## config.mk

```make
export PLATFORM = sky130hd
export DESIGN_NAME = usd_shadow_data_port
export DESIGN_NICKNAME = d
export VERILOG_FILES = /design/src/design/usd_pkg.sv /design/src/design/usd_fifo_if.sv /design/src/design/usd_fifo.sv /design/src/design/usd_shadow_data_port.sv
export SDC_FILE = /design/constraint.sdc
export NUM_CORES = 1
export LEC_CHECK = 0
export BUFFER_PORTS_ARGS = -buffer_cell sky130_fd_sc_hd__clkbuf_2
export CORE_MARGIN = 8
export CORE_UTILIZATION = 40
export DETAILED_ROUTE_END_ITERATION = 6
export HOLD_SLACK_MARGIN = 0.06
export PLACE_DENSITY = 0.58
export REMOVE_ABC_BUFFERS = 1
export SLEW_MARGIN = 20
export SYNTH_ARGS = -nofsm -noshare
export SYNTH_HDL_FRONTEND = slang
export SYNTH_HIERARCHICAL = 1
export SYNTH_SLANG_ARGS = --single-unit
```

## constraint.sdc

```tcl
create_clock -name aclk -period 3.7 [get_ports aclk]
set_input_delay 0.37 -clock aclk [delete_from_list [all_inputs] [get_ports aclk]]
set_output_delay 0.37 -clock aclk [all_outputs]
set_load 0.05 [all_outputs]
```

## src/design/usd_pkg.sv

```systemverilog
package usd_pkg;

  // ****************************************
  // Widths and depths
  // ****************************************
  localparam int DATA_W = 8;
  localparam int FIFO_DEPTH = 16;
  localparam int PTR_W = 4;
  localparam int CNT_W = 5;
  localparam logic [CNT_W-1:0] FIFO_FULL_CNT = 5'h10;
  localparam int INT_W = 4;

  // ****************************************
  // Byte addresses
  // ****************************************
  // Sixteen word aliases of the shadow data port, base and last word
  localparam logic [31:0] ALIAS_BASE_ADDR = 32'h5000_1030;
  localparam logic [31:0] ALIAS_LAST_ADDR = 32'h5000_106c;
  localparam logic [31:0] SHADOW_RX_TX_DATA_2_ADDR = 32'h5000_1038;
  localparam logic [31:0] SHADOW_RX_TX_DATA_3_ADDR = 32'h5000_103c;
  localparam logic [31:0] CTRL_ADDR = 32'h5000_1080;
  localparam logic [31:0] LINE_STATUS_ADDR = 32'h5000_1084;
  localparam logic [31:0] INT_STATUS_ADDR = 32'h5000_1088;
  localparam logic [31:0] INT_MASK_ADDR = 32'h5000_108c;

  // ****************************************
  // Field positions
  // ****************************************
  localparam int CTRL_FIFO_EN_BIT = 0;
  localparam int CTRL_IR_MODE_BIT = 1;
  localparam int LSR_DATA_READY_BIT = 0;
  localparam int LSR_OVERRUN_BIT = 1;
  localparam int LSR_THR_EMPTY_BIT = 5;
  localparam int INT_RX_DATA_BIT = 0;
  localparam int INT_OVERRUN_BIT = 1;
  localparam int INT_TX_EMPTY_BIT = 2;
  localparam int INT_TX_LOST_BIT = 3;

  // ****************************************
  // Reset values and responses
  // ****************************************
  localparam logic [DATA_W-1:0] SHADOW_RESET = 8'h00;
  localparam logic [1:0] CTRL_RESET = 2'h0;
  localparam logic [INT_W-1:0] INT_MASK_RESET = 4'h0;
  localparam logic [1:0] RESP_OKAY = 2'h0;
  localparam logic [1:0] RESP_SLVERR = 2'h2;

  // Register selected by a bus address
  typedef enum logic [2:0] {
    SEL_NONE  = 3'b000,
    SEL_ALIAS = 3'b001,
    SEL_CTRL  = 3'b010,
    SEL_LSR   = 3'b011,
    SEL_ISTAT = 3'b100,
    SEL_IMASK = 3'b101
  } usd_sel_e;

endpackage : usd_pkg

```

## src/design/usd_fifo_if.sv

```systemverilog
`timescale 1ns/1ps
// Push and pop port of one byte queue
interface usd_fifo_if;
  logic                        push;
  logic [usd_pkg::DATA_W-1:0]  push_data;
  logic                        pop;
  logic                        flush;
  logic [usd_pkg::DATA_W-1:0]  head;
  logic                        full;
  logic                        empty;
  logic [usd_pkg::CNT_W-1:0]   count;

  modport store (input push, input push_data, input pop, input flush,
                 output head, output full, output empty, output count);
  modport client (output push, output push_data, output pop, output flush,
                  input head, input full, input empty, input count);
endinterface : usd_fifo_if

```

## src/design/usd_fifo.sv

```systemverilog
`timescale 1ns/1ps
module usd_fifo (
  input  wire logic   aclk,
  input  wire logic   aresetn,
  usd_fifo_if.store   fifo
);

  logic [usd_pkg::DATA_W-1:0] mem [usd_pkg::FIFO_DEPTH];
  logic [usd_pkg::PTR_W-1:0]  wr_ptr;
  logic [usd_pkg::PTR_W-1:0]  rd_ptr;
  logic [usd_pkg::CNT_W-1:0]  count;
  logic                       do_push;
  logic                       do_pop;

  // ****************************************
  // Flags
  // ****************************************
  // Push while full is blocked here too, so a caller slip cannot corrupt data
  assign do_push = fifo.push & (count != usd_pkg::FIFO_FULL_CNT);
  assign do_pop = fifo.pop & (count != '0);
  assign fifo.full = (count == usd_pkg::FIFO_FULL_CNT);
  assign fifo.empty = (count == '0);
  assign fifo.count = count;
  assign fifo.head = mem[rd_ptr];

  // Storage, no reset needed on the array
  always_ff @(posedge aclk) begin
    if (do_push) begin
      mem[wr_ptr] <= fifo.push_data;
    end
  end

  // Pointers and fill level; flush empties the queue at once
  always_ff @(posedge aclk) begin
    if (!aresetn || fifo.flush) begin
      wr_ptr <= '0;
      rd_ptr <= '0;
      count  <= '0;
    end else begin
      if (do_push) begin
        wr_ptr <= wr_ptr + 4'h1;
      end
      if (do_pop) begin
        rd_ptr <= rd_ptr + 4'h1;
      end
      count <= count + {4'h0, do_push} - {4'h0, do_pop};
    end
  end

endmodule : usd_fifo

```

## src/design/usd_shadow_data_port.sv

```systemverilog
// Implementation choice: the AXI4-Lite interface to the registers.
`timescale 1ns/1ps
// What this block does
// - Sixteen word aliases reach the receive buffer
// - Read returns byte from serial or infrared input
// - Read byte valid only while data ready set
// - FIFO off: new byte overwrites, flags overrun
// - FIFO on: read returns and pops head
// - Full receive FIFO drops new byte, overrun
// - Write supplies byte for serial or infrared output
// - FIFO off: one write clears holding empty
// - FIFO off: further write overwrites pending byte
// - FIFO on: sixteen writes fill transmit FIFO
// - Write to full transmit FIFO is lost
module usd_shadow_data_port (
  input  wire logic                        aclk,
  input  wire logic                        aresetn,
  input  wire logic [31:0]                 awaddr,
  input  wire logic                        awvalid,
  output wire logic                        awready,
  input  wire logic [31:0]                 wdata,
  input  wire logic [3:0]                  wstrb,
  input  wire logic                        wvalid,
  output wire logic                        wready,
  output      logic [1:0]                  bresp,
  output      logic                        bvalid,
  input  wire logic                        bready,
  input  wire logic [31:0]                 araddr,
  input  wire logic                        arvalid,
  output wire logic                        arready,
  output      logic [31:0]                 rdata,
  output      logic [1:0]                  rresp,
  output      logic                        rvalid,
  input  wire logic                        rready,
  input  wire logic                        rx_uart_valid,
  input  wire logic [usd_pkg::DATA_W-1:0]  rx_uart_byte,
  input  wire logic                        rx_ir_valid,
  input  wire logic [usd_pkg::DATA_W-1:0]  rx_ir_byte,
  output wire logic                        tx_valid,
  output wire logic [usd_pkg::DATA_W-1:0]  tx_byte,
  input  wire logic                        tx_ready,
  output wire logic                        tx_ir_select,
  output wire logic                        irq
);

  // ****************************************
  // Address decode
  // ****************************************
  function automatic usd_pkg::usd_sel_e usd_decode(input logic [31:0] addr);
    usd_pkg::usd_sel_e sel;
    sel = usd_pkg::SEL_NONE;
    if (addr[1:0] != 2'h0) begin
      sel = usd_pkg::SEL_NONE;
    end else if (addr >= usd_pkg::ALIAS_BASE_ADDR && addr <= usd_pkg::ALIAS_LAST_ADDR) begin
      sel = usd_pkg::SEL_ALIAS;
    end else if (addr == usd_pkg::CTRL_ADDR) begin
      sel = usd_pkg::SEL_CTRL;
    end else if (addr == usd_pkg::LINE_STATUS_ADDR) begin
      sel = usd_pkg::SEL_LSR;
    end else if (addr == usd_pkg::INT_STATUS_ADDR) begin
      sel = usd_pkg::SEL_ISTAT;
    end else if (addr == usd_pkg::INT_MASK_ADDR) begin
      sel = usd_pkg::SEL_IMASK;
    end
    return sel;
  endfunction : usd_decode

  usd_fifo_if rx_q ();
  usd_fifo_if tx_q ();

  logic                        aw_got;
  logic [31:0]                 aw_addr;
  logic                        w_got;
  logic [31:0]                 w_data;
  logic [3:0]                  w_strb;
  logic                        do_write;
  logic                        ar_take;
  usd_pkg::usd_sel_e           wr_sel;
  usd_pkg::usd_sel_e           rd_sel;
  logic                        wr_alias;
  logic                        rd_alias;
  logic                        fifo_en;
  logic                        ir_mode;
  logic                        fifo_toggle;
  logic                        rx_in_valid;
  logic [usd_pkg::DATA_W-1:0]  rx_in_byte;
  logic [usd_pkg::DATA_W-1:0]  rx_hold;
  logic                        rx_hold_valid;
  logic [usd_pkg::DATA_W-1:0]  tx_hold;
  logic                        tx_hold_valid;
  logic                        data_ready;
  logic                        thr_empty;
  logic                        thr_empty_q;
  logic                        overrun_event;
  logic                        overrun;
  logic                        tx_lost_event;
  logic [usd_pkg::INT_W-1:0]   int_event;
  logic [usd_pkg::INT_W-1:0]   int_status;
  logic [usd_pkg::INT_W-1:0]   int_mask;
  logic [usd_pkg::INT_W-1:0]   int_clear;
  logic [31:0]                 next_rdata;
  logic [1:0]                  next_rresp;

  // ****************************************
  // AXI4-Lite write channels
  // ****************************************
  // Address and data are taken independently; the write acts once both are in
  assign awready = ~aw_got;
  assign wready = ~w_got;
  assign do_write = aw_got & w_got & ~bvalid;
  assign wr_sel = usd_decode(aw_addr);
  assign wr_alias = do_write & (wr_sel == usd_pkg::SEL_ALIAS) & w_strb[0];

  // Write address holding
  always_ff @(posedge aclk) begin
    if (!aresetn) begin
      aw_got  <= 1'b0;
      aw_addr <= 32'h0000_0000;
    end else if (awvalid && awready) begin
      aw_got  <= 1'b1;
      aw_addr <= awaddr;
    end else if (do_write) begin
      aw_got <= 1'b0;
    end
  end

  // Write data holding
  always_ff @(posedge aclk) begin
    if (!aresetn) begin
      w_got  <= 1'b0;
      w_data <= 32'h0000_0000;
      w_strb <= 4'h0;
    end else if (wvalid && wready) begin
      w_got  <= 1'b1;
      w_data <= wdata;
      w_strb <= wstrb;
    end else if (do_write) begin
      w_got <= 1'b0;
    end
  end

  // Write response one cycle after the write acts
  always_ff @(posedge aclk) begin
    if (!aresetn) begin
      bvalid <= 1'b0;
      bresp  <= usd_pkg::RESP_OKAY;
    end else if (do_write) begin
      bvalid <= 1'b1;
      bresp  <= (wr_sel == usd_pkg::SEL_NONE) ? usd_pkg::RESP_SLVERR : usd_pkg::RESP_OKAY;
    end else if (bready) begin
      bvalid <= 1'b0;
    end
  end

  // ****************************************
  // AXI4-Lite read channels
  // ****************************************
  // A new address is refused while a read answer waits, so a pop is never lost
  assign arready = ~rvalid;
  assign ar_take = arvalid & arready;
  assign rd_sel = usd_decode(araddr);
  assign rd_alias = ar_take & (rd_sel == usd_pkg::SEL_ALIAS);

  // Read data mux; bits above the field stay zero
  always_comb begin
    next_rdata = 32'h0000_0000;
    next_rresp = usd_pkg::RESP_OKAY;
    unique case (rd_sel)
      usd_pkg::SEL_ALIAS: begin
        next_rdata[usd_pkg::DATA_W-1:0] = fifo_en ? rx_q.head : rx_hold;
      end
      usd_pkg::SEL_CTRL: begin
        next_rdata[usd_pkg::CTRL_FIFO_EN_BIT] = fifo_en;
        next_rdata[usd_pkg::CTRL_IR_MODE_BIT] = ir_mode;
      end
      usd_pkg::SEL_LSR: begin
        next_rdata[usd_pkg::LSR_DATA_READY_BIT] = data_ready;
        next_rdata[usd_pkg::LSR_OVERRUN_BIT] = overrun;
        next_rdata[usd_pkg::LSR_THR_EMPTY_BIT] = thr_empty;
      end
      usd_pkg::SEL_ISTAT: begin
        next_rdata[usd_pkg::INT_W-1:0] = int_status;
      end
      usd_pkg::SEL_IMASK: begin
        next_rdata[usd_pkg::INT_W-1:0] = int_mask;
      end
      usd_pkg::SEL_NONE: begin
        next_rresp = usd_pkg::RESP_SLVERR;
      end
    endcase
  end

  // Read answer registered, one cycle after the address is taken
  always_ff @(posedge aclk) begin
    if (!aresetn) begin
      rvalid <= 1'b0;
      rdata  <= 32'h0000_0000;
      rresp  <= usd_pkg::RESP_OKAY;
    end else if (ar_take) begin
      rvalid <= 1'b1;
      rdata  <= next_rdata;
      rresp  <= next_rresp;
    end else if (rready) begin
      rvalid <= 1'b0;
    end
  end

  // ****************************************
  // Control register
  // ****************************************
  // Toggling the FIFO enable discards both queues and both holding bytes
  assign fifo_toggle = do_write & (wr_sel == usd_pkg::SEL_CTRL) & w_strb[0] &
                       (w_data[usd_pkg::CTRL_FIFO_EN_BIT] != fifo_en);

  always_ff @(posedge aclk) begin
    if (!aresetn) begin
      fifo_en <= usd_pkg::CTRL_RESET[usd_pkg::CTRL_FIFO_EN_BIT];
      ir_mode <= usd_pkg::CTRL_RESET[usd_pkg::CTRL_IR_MODE_BIT];
    end else if (do_write && wr_sel == usd_pkg::SEL_CTRL && w_strb[0]) begin
      fifo_en <= w_data[usd_pkg::CTRL_FIFO_EN_BIT];
      ir_mode <= w_data[usd_pkg::CTRL_IR_MODE_BIT];
    end
  end

  // ****************************************
  // Receive path
  // ****************************************
  // Byte source follows the line mode
  assign rx_in_valid = ir_mode ? rx_ir_valid : rx_uart_valid;
  assign rx_in_byte = ir_mode ? rx_ir_byte : rx_uart_byte;

  // Full queue keeps its contents and the new byte is dropped
  assign rx_q.push = fifo_en & rx_in_valid & ~rx_q.full;
  assign rx_q.push_data = rx_in_byte;
  assign rx_q.pop = fifo_en & rd_alias & ~rx_q.empty;
  assign rx_q.flush = fifo_toggle;

  usd_fifo u_rx_fifo (
    .aclk    (aclk),
    .aresetn (aresetn),
    .fifo    (rx_q)
  );

  // Single holding byte; an arrival in the read cycle keeps data ready set
  always_ff @(posedge aclk) begin
    if (!aresetn) begin
      rx_hold       <= usd_pkg::SHADOW_RESET;
      rx_hold_valid <= 1'b0;
    end else if (fifo_toggle) begin
      rx_hold_valid <= 1'b0;
    end else if (!fifo_en && rx_in_valid) begin
      rx_hold       <= rx_in_byte;
      rx_hold_valid <= 1'b1;
    end else if (!fifo_en && rd_alias) begin
      rx_hold_valid <= 1'b0;
    end
  end

  assign data_ready = fifo_en ? ~rx_q.empty : rx_hold_valid;
  assign overrun_event = rx_in_valid & (fifo_en ? rx_q.full : rx_hold_valid);

  // Overrun flag clears on a line status read; a new overrun wins
  always_ff @(posedge aclk) begin
    if (!aresetn) begin
      overrun <= 1'b0;
    end else if (overrun_event) begin
      overrun <= 1'b1;
    end else if (ar_take && rd_sel == usd_pkg::SEL_LSR) begin
      overrun <= 1'b0;
    end
  end

  // ****************************************
  // Transmit path
  // ****************************************
  assign tx_q.push = fifo_en & wr_alias & ~tx_q.full;
  assign tx_q.push_data = w_data[usd_pkg::DATA_W-1:0];
  assign tx_q.pop = fifo_en & tx_ready & ~tx_q.empty;
  assign tx_q.flush = fifo_toggle;
  assign tx_lost_event = fifo_en & wr_alias & tx_q.full;

  usd_fifo u_tx_fifo (
    .aclk    (aclk),
    .aresetn (aresetn),
    .fifo    (tx_q)
  );

  // Holding byte; a write in the cycle the transmitter takes it stays pending
  always_ff @(posedge aclk) begin
    if (!aresetn) begin
      tx_hold       <= usd_pkg::SHADOW_RESET;
      tx_hold_valid <= 1'b0;
    end else if (fifo_toggle) begin
      tx_hold_valid <= 1'b0;
    end else if (!fifo_en && wr_alias) begin
      tx_hold       <= w_data[usd_pkg::DATA_W-1:0];
      tx_hold_valid <= 1'b1;
    end else if (!fifo_en && tx_ready) begin
      tx_hold_valid <= 1'b0;
    end
  end

  // Byte offered to the serialiser, which picks the pin by the mode
  assign tx_valid = fifo_en ? ~tx_q.empty : tx_hold_valid;
  assign tx_byte = fifo_en ? tx_q.head : tx_hold;
  assign tx_ir_select = ir_mode;
  assign thr_empty = fifo_en ? tx_q.empty : ~tx_hold_valid;

  // Delayed copy to catch the holding empty rising edge
  always_ff @(posedge aclk) begin
    if (!aresetn) begin
      thr_empty_q <= 1'b1;
    end else begin
      thr_empty_q <= thr_empty;
    end
  end

  // ****************************************
  // Interrupts
  // ****************************************
  assign int_event[usd_pkg::INT_RX_DATA_BIT] = rx_q.push | (~fifo_en & rx_in_valid);
  assign int_event[usd_pkg::INT_OVERRUN_BIT] = overrun_event;
  assign int_event[usd_pkg::INT_TX_EMPTY_BIT] = thr_empty & ~thr_empty_q;
  assign int_event[usd_pkg::INT_TX_LOST_BIT] = tx_lost_event;
  assign int_clear = (do_write && wr_sel == usd_pkg::SEL_ISTAT && w_strb[0]) ?
                     w_data[usd_pkg::INT_W-1:0] : '0;

  // Sticky bits, write one to clear; an event in the clear cycle wins
  for (genvar i = 0; i < usd_pkg::INT_W; i++) begin : g_int
    always_ff @(posedge aclk) begin
      if (!aresetn) begin
        int_status[i] <= 1'b0;
      end else if (int_event[i]) begin
        int_status[i] <= 1'b1;
      end else if (int_clear[i]) begin
        int_status[i] <= 1'b0;
      end
    end
  end

  // Mask register
  always_ff @(posedge aclk) begin
    if (!aresetn) begin
      int_mask <= usd_pkg::INT_MASK_RESET;
    end else if (do_write && wr_sel == usd_pkg::SEL_IMASK && w_strb[0]) begin
      int_mask <= w_data[usd_pkg::INT_W-1:0];
    end
  end

  assign irq = |(int_status & int_mask);

endmodule : usd_shadow_data_port

```

==> impl_results.md <==
- First-pass GRT wire length: 55880 um
- # IOs: 178
- LEAKAGE: 6.658 nW
- Clock tree sinks: 375
- Area leader, netlist: edfxtp_1
- Placer Congestion: 0.7684
- Outcome: completed
- Worst Setup Path Type: reg2reg
- Avg WL per Cell: 19.27 um
- Final hold viol count: 0
- DR iter-0 viols: 669
- WP data arrival: 3.94 ns
- Worst Clk Skew: 0.009693 ns
- Final HPWL DP: 23740 um
- Seq pwr share: 0.508
- Unrepaired setup endpoints after global routing: false
- Routed wire length: 35900 um
- Cell Rows: 72
- Post-placement cell area: 16780 um2
- Final TNS setup: 0 ns
- Fmax: 283.0 MHz
- Mapped cell area: 15680 um2
- Yosys top cell area share: 0.4901
- Htree depth: 2
- Port Buf Inserts: 124
- Maxcap violations: 0
- Worst EP required: 4.11 ns
- Peak VDD IR: 0.3833 mV
- Cell area after layout: 18680 um2
- Max Slew Vio Count: 0
- ANT cells: 0
- Normalized max-slew margin: 0.3025
- Vias in the first global route: 9960
- Die X: 214.0 um
- Antenna viol nets, final: 0
- Final worst path period share: 0.9550
- Synth Flop Type: edfxtp_1
- Area growth syn-to-layout: 19.09%
- # DRC: 0
- Number of CTS-inserted buffers: 40
- Flops & latches, synth: 375
- Total power: 8.988 mW
- Seq/Total Area, Yosys: 0.6420
- Pre-antenna DRT Iters: 5
- Antenna violations before repair: 0
- Mapped Cells: 1130
- Worst-path clk slew: 0.06 ns
- Share of synthesized registers carrying an async set or reset: 0
- Startpoint Class: flip-flop
- Fillcell total: 3381
- Internal power: 7.085 mW
- Buf/Inv on CP: 3
- Die extent in y: 214.0 um
- GRT Util Overall: 0.1538
- Cells after DPL: 1743
- Synth area leaders: edfxtp_1 (49%), dfxtp_1 (15%), mux4_2 (6.9%)
- EDFF count, synth: 256
- Switching Power: 1.903 mW
- Worst-Margin Slew: 1.044 ns
- Clock Latency Late Sink: 0.55 ns
- Pwr/cell area: 481.2 nW/um2
- Clock buffer depth: 3
- TritonCTS clock tree: built
- Power share of the clock group: 0.449
- Initial Utilization: 0.4058
- Most used cell, CP: inv_2
- Nets: 1463
- CP delay by family, top: simple AND/OR/NAND/NOR gates
- Final non-filler cell total: 1863
- Post-layout min period: 3.534 ns
- Critical Path Max Stage Delay: 0.56 ns
- Final setup fails: 0
- Core area: 38650 um2
- Root Driver: clkbuf_16
- Pin count of the biggest net entering global routing: 47
- Syn. warnings: 6
- DIE AREA: 45800 um2
- Switch share: 0.2117
- Hold Path Class: in2reg
- Yosys cell types: 71
- Layout cells sized above 1: 0.2349
- Vias per inst: 5.131
- Logic pwr share: 0.043
- Total grt overflow: 0
- Vias: 9559
- Max stage delay cell, worst path: or4_4
- CP Cell Sequence: or4_4 > or3_4 > a31oi_4 > o21a_1 > nand3_2 > nor2_2 > and2_4 > inv_2 > ha_4 > inv_1 > ha_2 > inv_2 > fa_2 > nand2b_4 > a21oi_4 > o21ai_2 > nor3b_2
- CP max FO: 4
- Mapped Avg Cell Area: 13.88 um2
- Crit. End Element: flip-flop
[worst register-to-register path: cells and delay by family (launching register included)]
family / cells / cell delay (ns)
compound gates: 4 / 0.54
buf+inv: 3 / 0.14
simple gates: 7 / 1.69
fa+ha+maj: 3 / 0.74
flops: 1 / 0.32
[flip-flops by register name, indices dropped and copies added, names as in the netlist, 4 cells and up, named ones only]
signal and cells:
tx_hold 8, aw_addr 32, rx_hold 8, u_tx_fifo/rd_ptr 4, w_data 8, rdata 8
u_rx_fifo/rd_ptr 4, u_tx_fifo/wr_ptr 4, u_rx_fifo/wr_ptr 4, u_rx_fifo/fifo.count 5, int_mask 4, int_status 4
u_tx_fifo/fifo.count 5, u_tx_fifo/mem 128, u_rx_fifo/mem 128
[power by group through the flow]
stage               Combinational [mW]  Clock, mW  Sequential, mW
detailed placement               0.340          0            4.66
finish                           0.383       4.04            4.57
floorplan                        0.203          0            4.64
global route                     0.418       4.31            4.57
CTS                              0.378       4.15            4.57
global placement                 0.334          0            4.65
[cell type report]
type,count,area [um2],share of cell area
clock buffer,60,1149,0.06150
clock inverter,14,181.4,0.009713
inverter,37,138.9,0.007436
multi-input combinational,660,5171,0.2769
sequential,375,10070,0.5393
tap,518,648.1,0.03470
timing repair buffer,199,1316,0.07047
[cells in the final DEF (no fill, tap or decap), types with 8 or more instances in the layout]
master / count
mux2_2: 20
nand2_1: 138
nand2b_1: 8
dfxtp_1: 116
nor3_1: 15
nor4_1: 8
dlygate4sd3_1: 43
inv_1: 34
clkbuf_1: 15
mux2i_1: 24
mux4_1: 16
ha_1: 20
edfxtp_1: 256
clkbuf_16: 42
xor2_1: 12
a21oi_1: 68
clkbuf_2: 124
a22oi_1: 38
mux4_2: 48
conb_1: 26
buf_4: 30
nor2_1: 84
nand3_1: 19
[per-stage QoR]
stage | hold WS [ns] | worst slack [ns] | utilization
6_report | 0.09081 | 0.1664 | 0.4833
5_1_grt | 0.08148 | 0.004684 | 0.4833
4_1_cts | 0.06040 | 0.0008988 | 0.4802
3_5_place_dp | 0.4461 | -0.01936 | 0.4342
3_3_place_gp | 0.4407 | 0.05696 | 0.4342
2_1_floorplan | 0.4308 | 0.1019 | -
[cell families (layout without fill, tap and decap cells)]
group	after synthesis	count (layout)	share of synthesized area
buffers and inverters	120	310	0.04148
other	1	26	0.0002391
xor gates and xnor gates	19	19	0.01061
adders and majority gates	24	24	0.02010
AOI/OAI and AO/OA	148	148	0.05991
muxes	108	108	0.1254
and+or+nand+nor	335	335	0.1002
DFF	375	375	0.6420
[cell usage after synthesis, drive strengths merged, types with 2 or more instances]
cell and instances:
a2111o 2, a211oi 2, a21o 3, a21oi 69, a22oi 38, a31oi 4
and2 4, and2b 2, and3 7, and3b 2, buf 46, clkbuf 31
clkdlybuf4s25 6, dfxtp 119, edfxtp 256, fa 2, ha 22, inv 37
mux2 20, mux2i 24, mux4 64, nand2 138, nand2b 9, nand3 20
nand3b 2, nand4 6, nand4b 2, nand4bb 2, nor2 85, nor2b 7
nor3 19, nor3b 2, nor4 11, o211a 3, o21ai 13, or2 4
or3 2, or3b 2, or4 5, or4b 2, xnor2 7, xor2 12
[metal layers]
layer / global-route usage / share of wire / vias to the layer above
met5: 0 / 0 / -
met2: 0.2507 / 0.48 / 261
li1: - / - / 4552
met4: 0.04694 / 0.024 / 0
met3: 0.03625 / 0.060 / 57
met1: 0.2018 / 0.44 / 4689
[timing repair]
item                                    4_1_cts  5_1_grt
endpoints found under the hold margin        43        0
pin swaps                                     0        9
gates resized for setup                       2       22
setup buffers                                 1        2
hold buffers                                 43        0
endpoints found under the setup margin        1        3
[final timing paths]
check	startpoint	end	slack (ns)	cells past startpoint
setup reg to reg	aw_addr[31]	u_tx_fifo/fifo.count[4]	0.17	17
setup / recovery	aw_addr[31]	u_tx_fifo/fifo.count[4]	0.17	17
hold reg to reg	aw_addr[26]	aw_addr[26]	0.46	2
hold / removal	awaddr[8]	aw_addr[8]	0.09	3
Note: power is estimated with default switching activity, not from simulation.
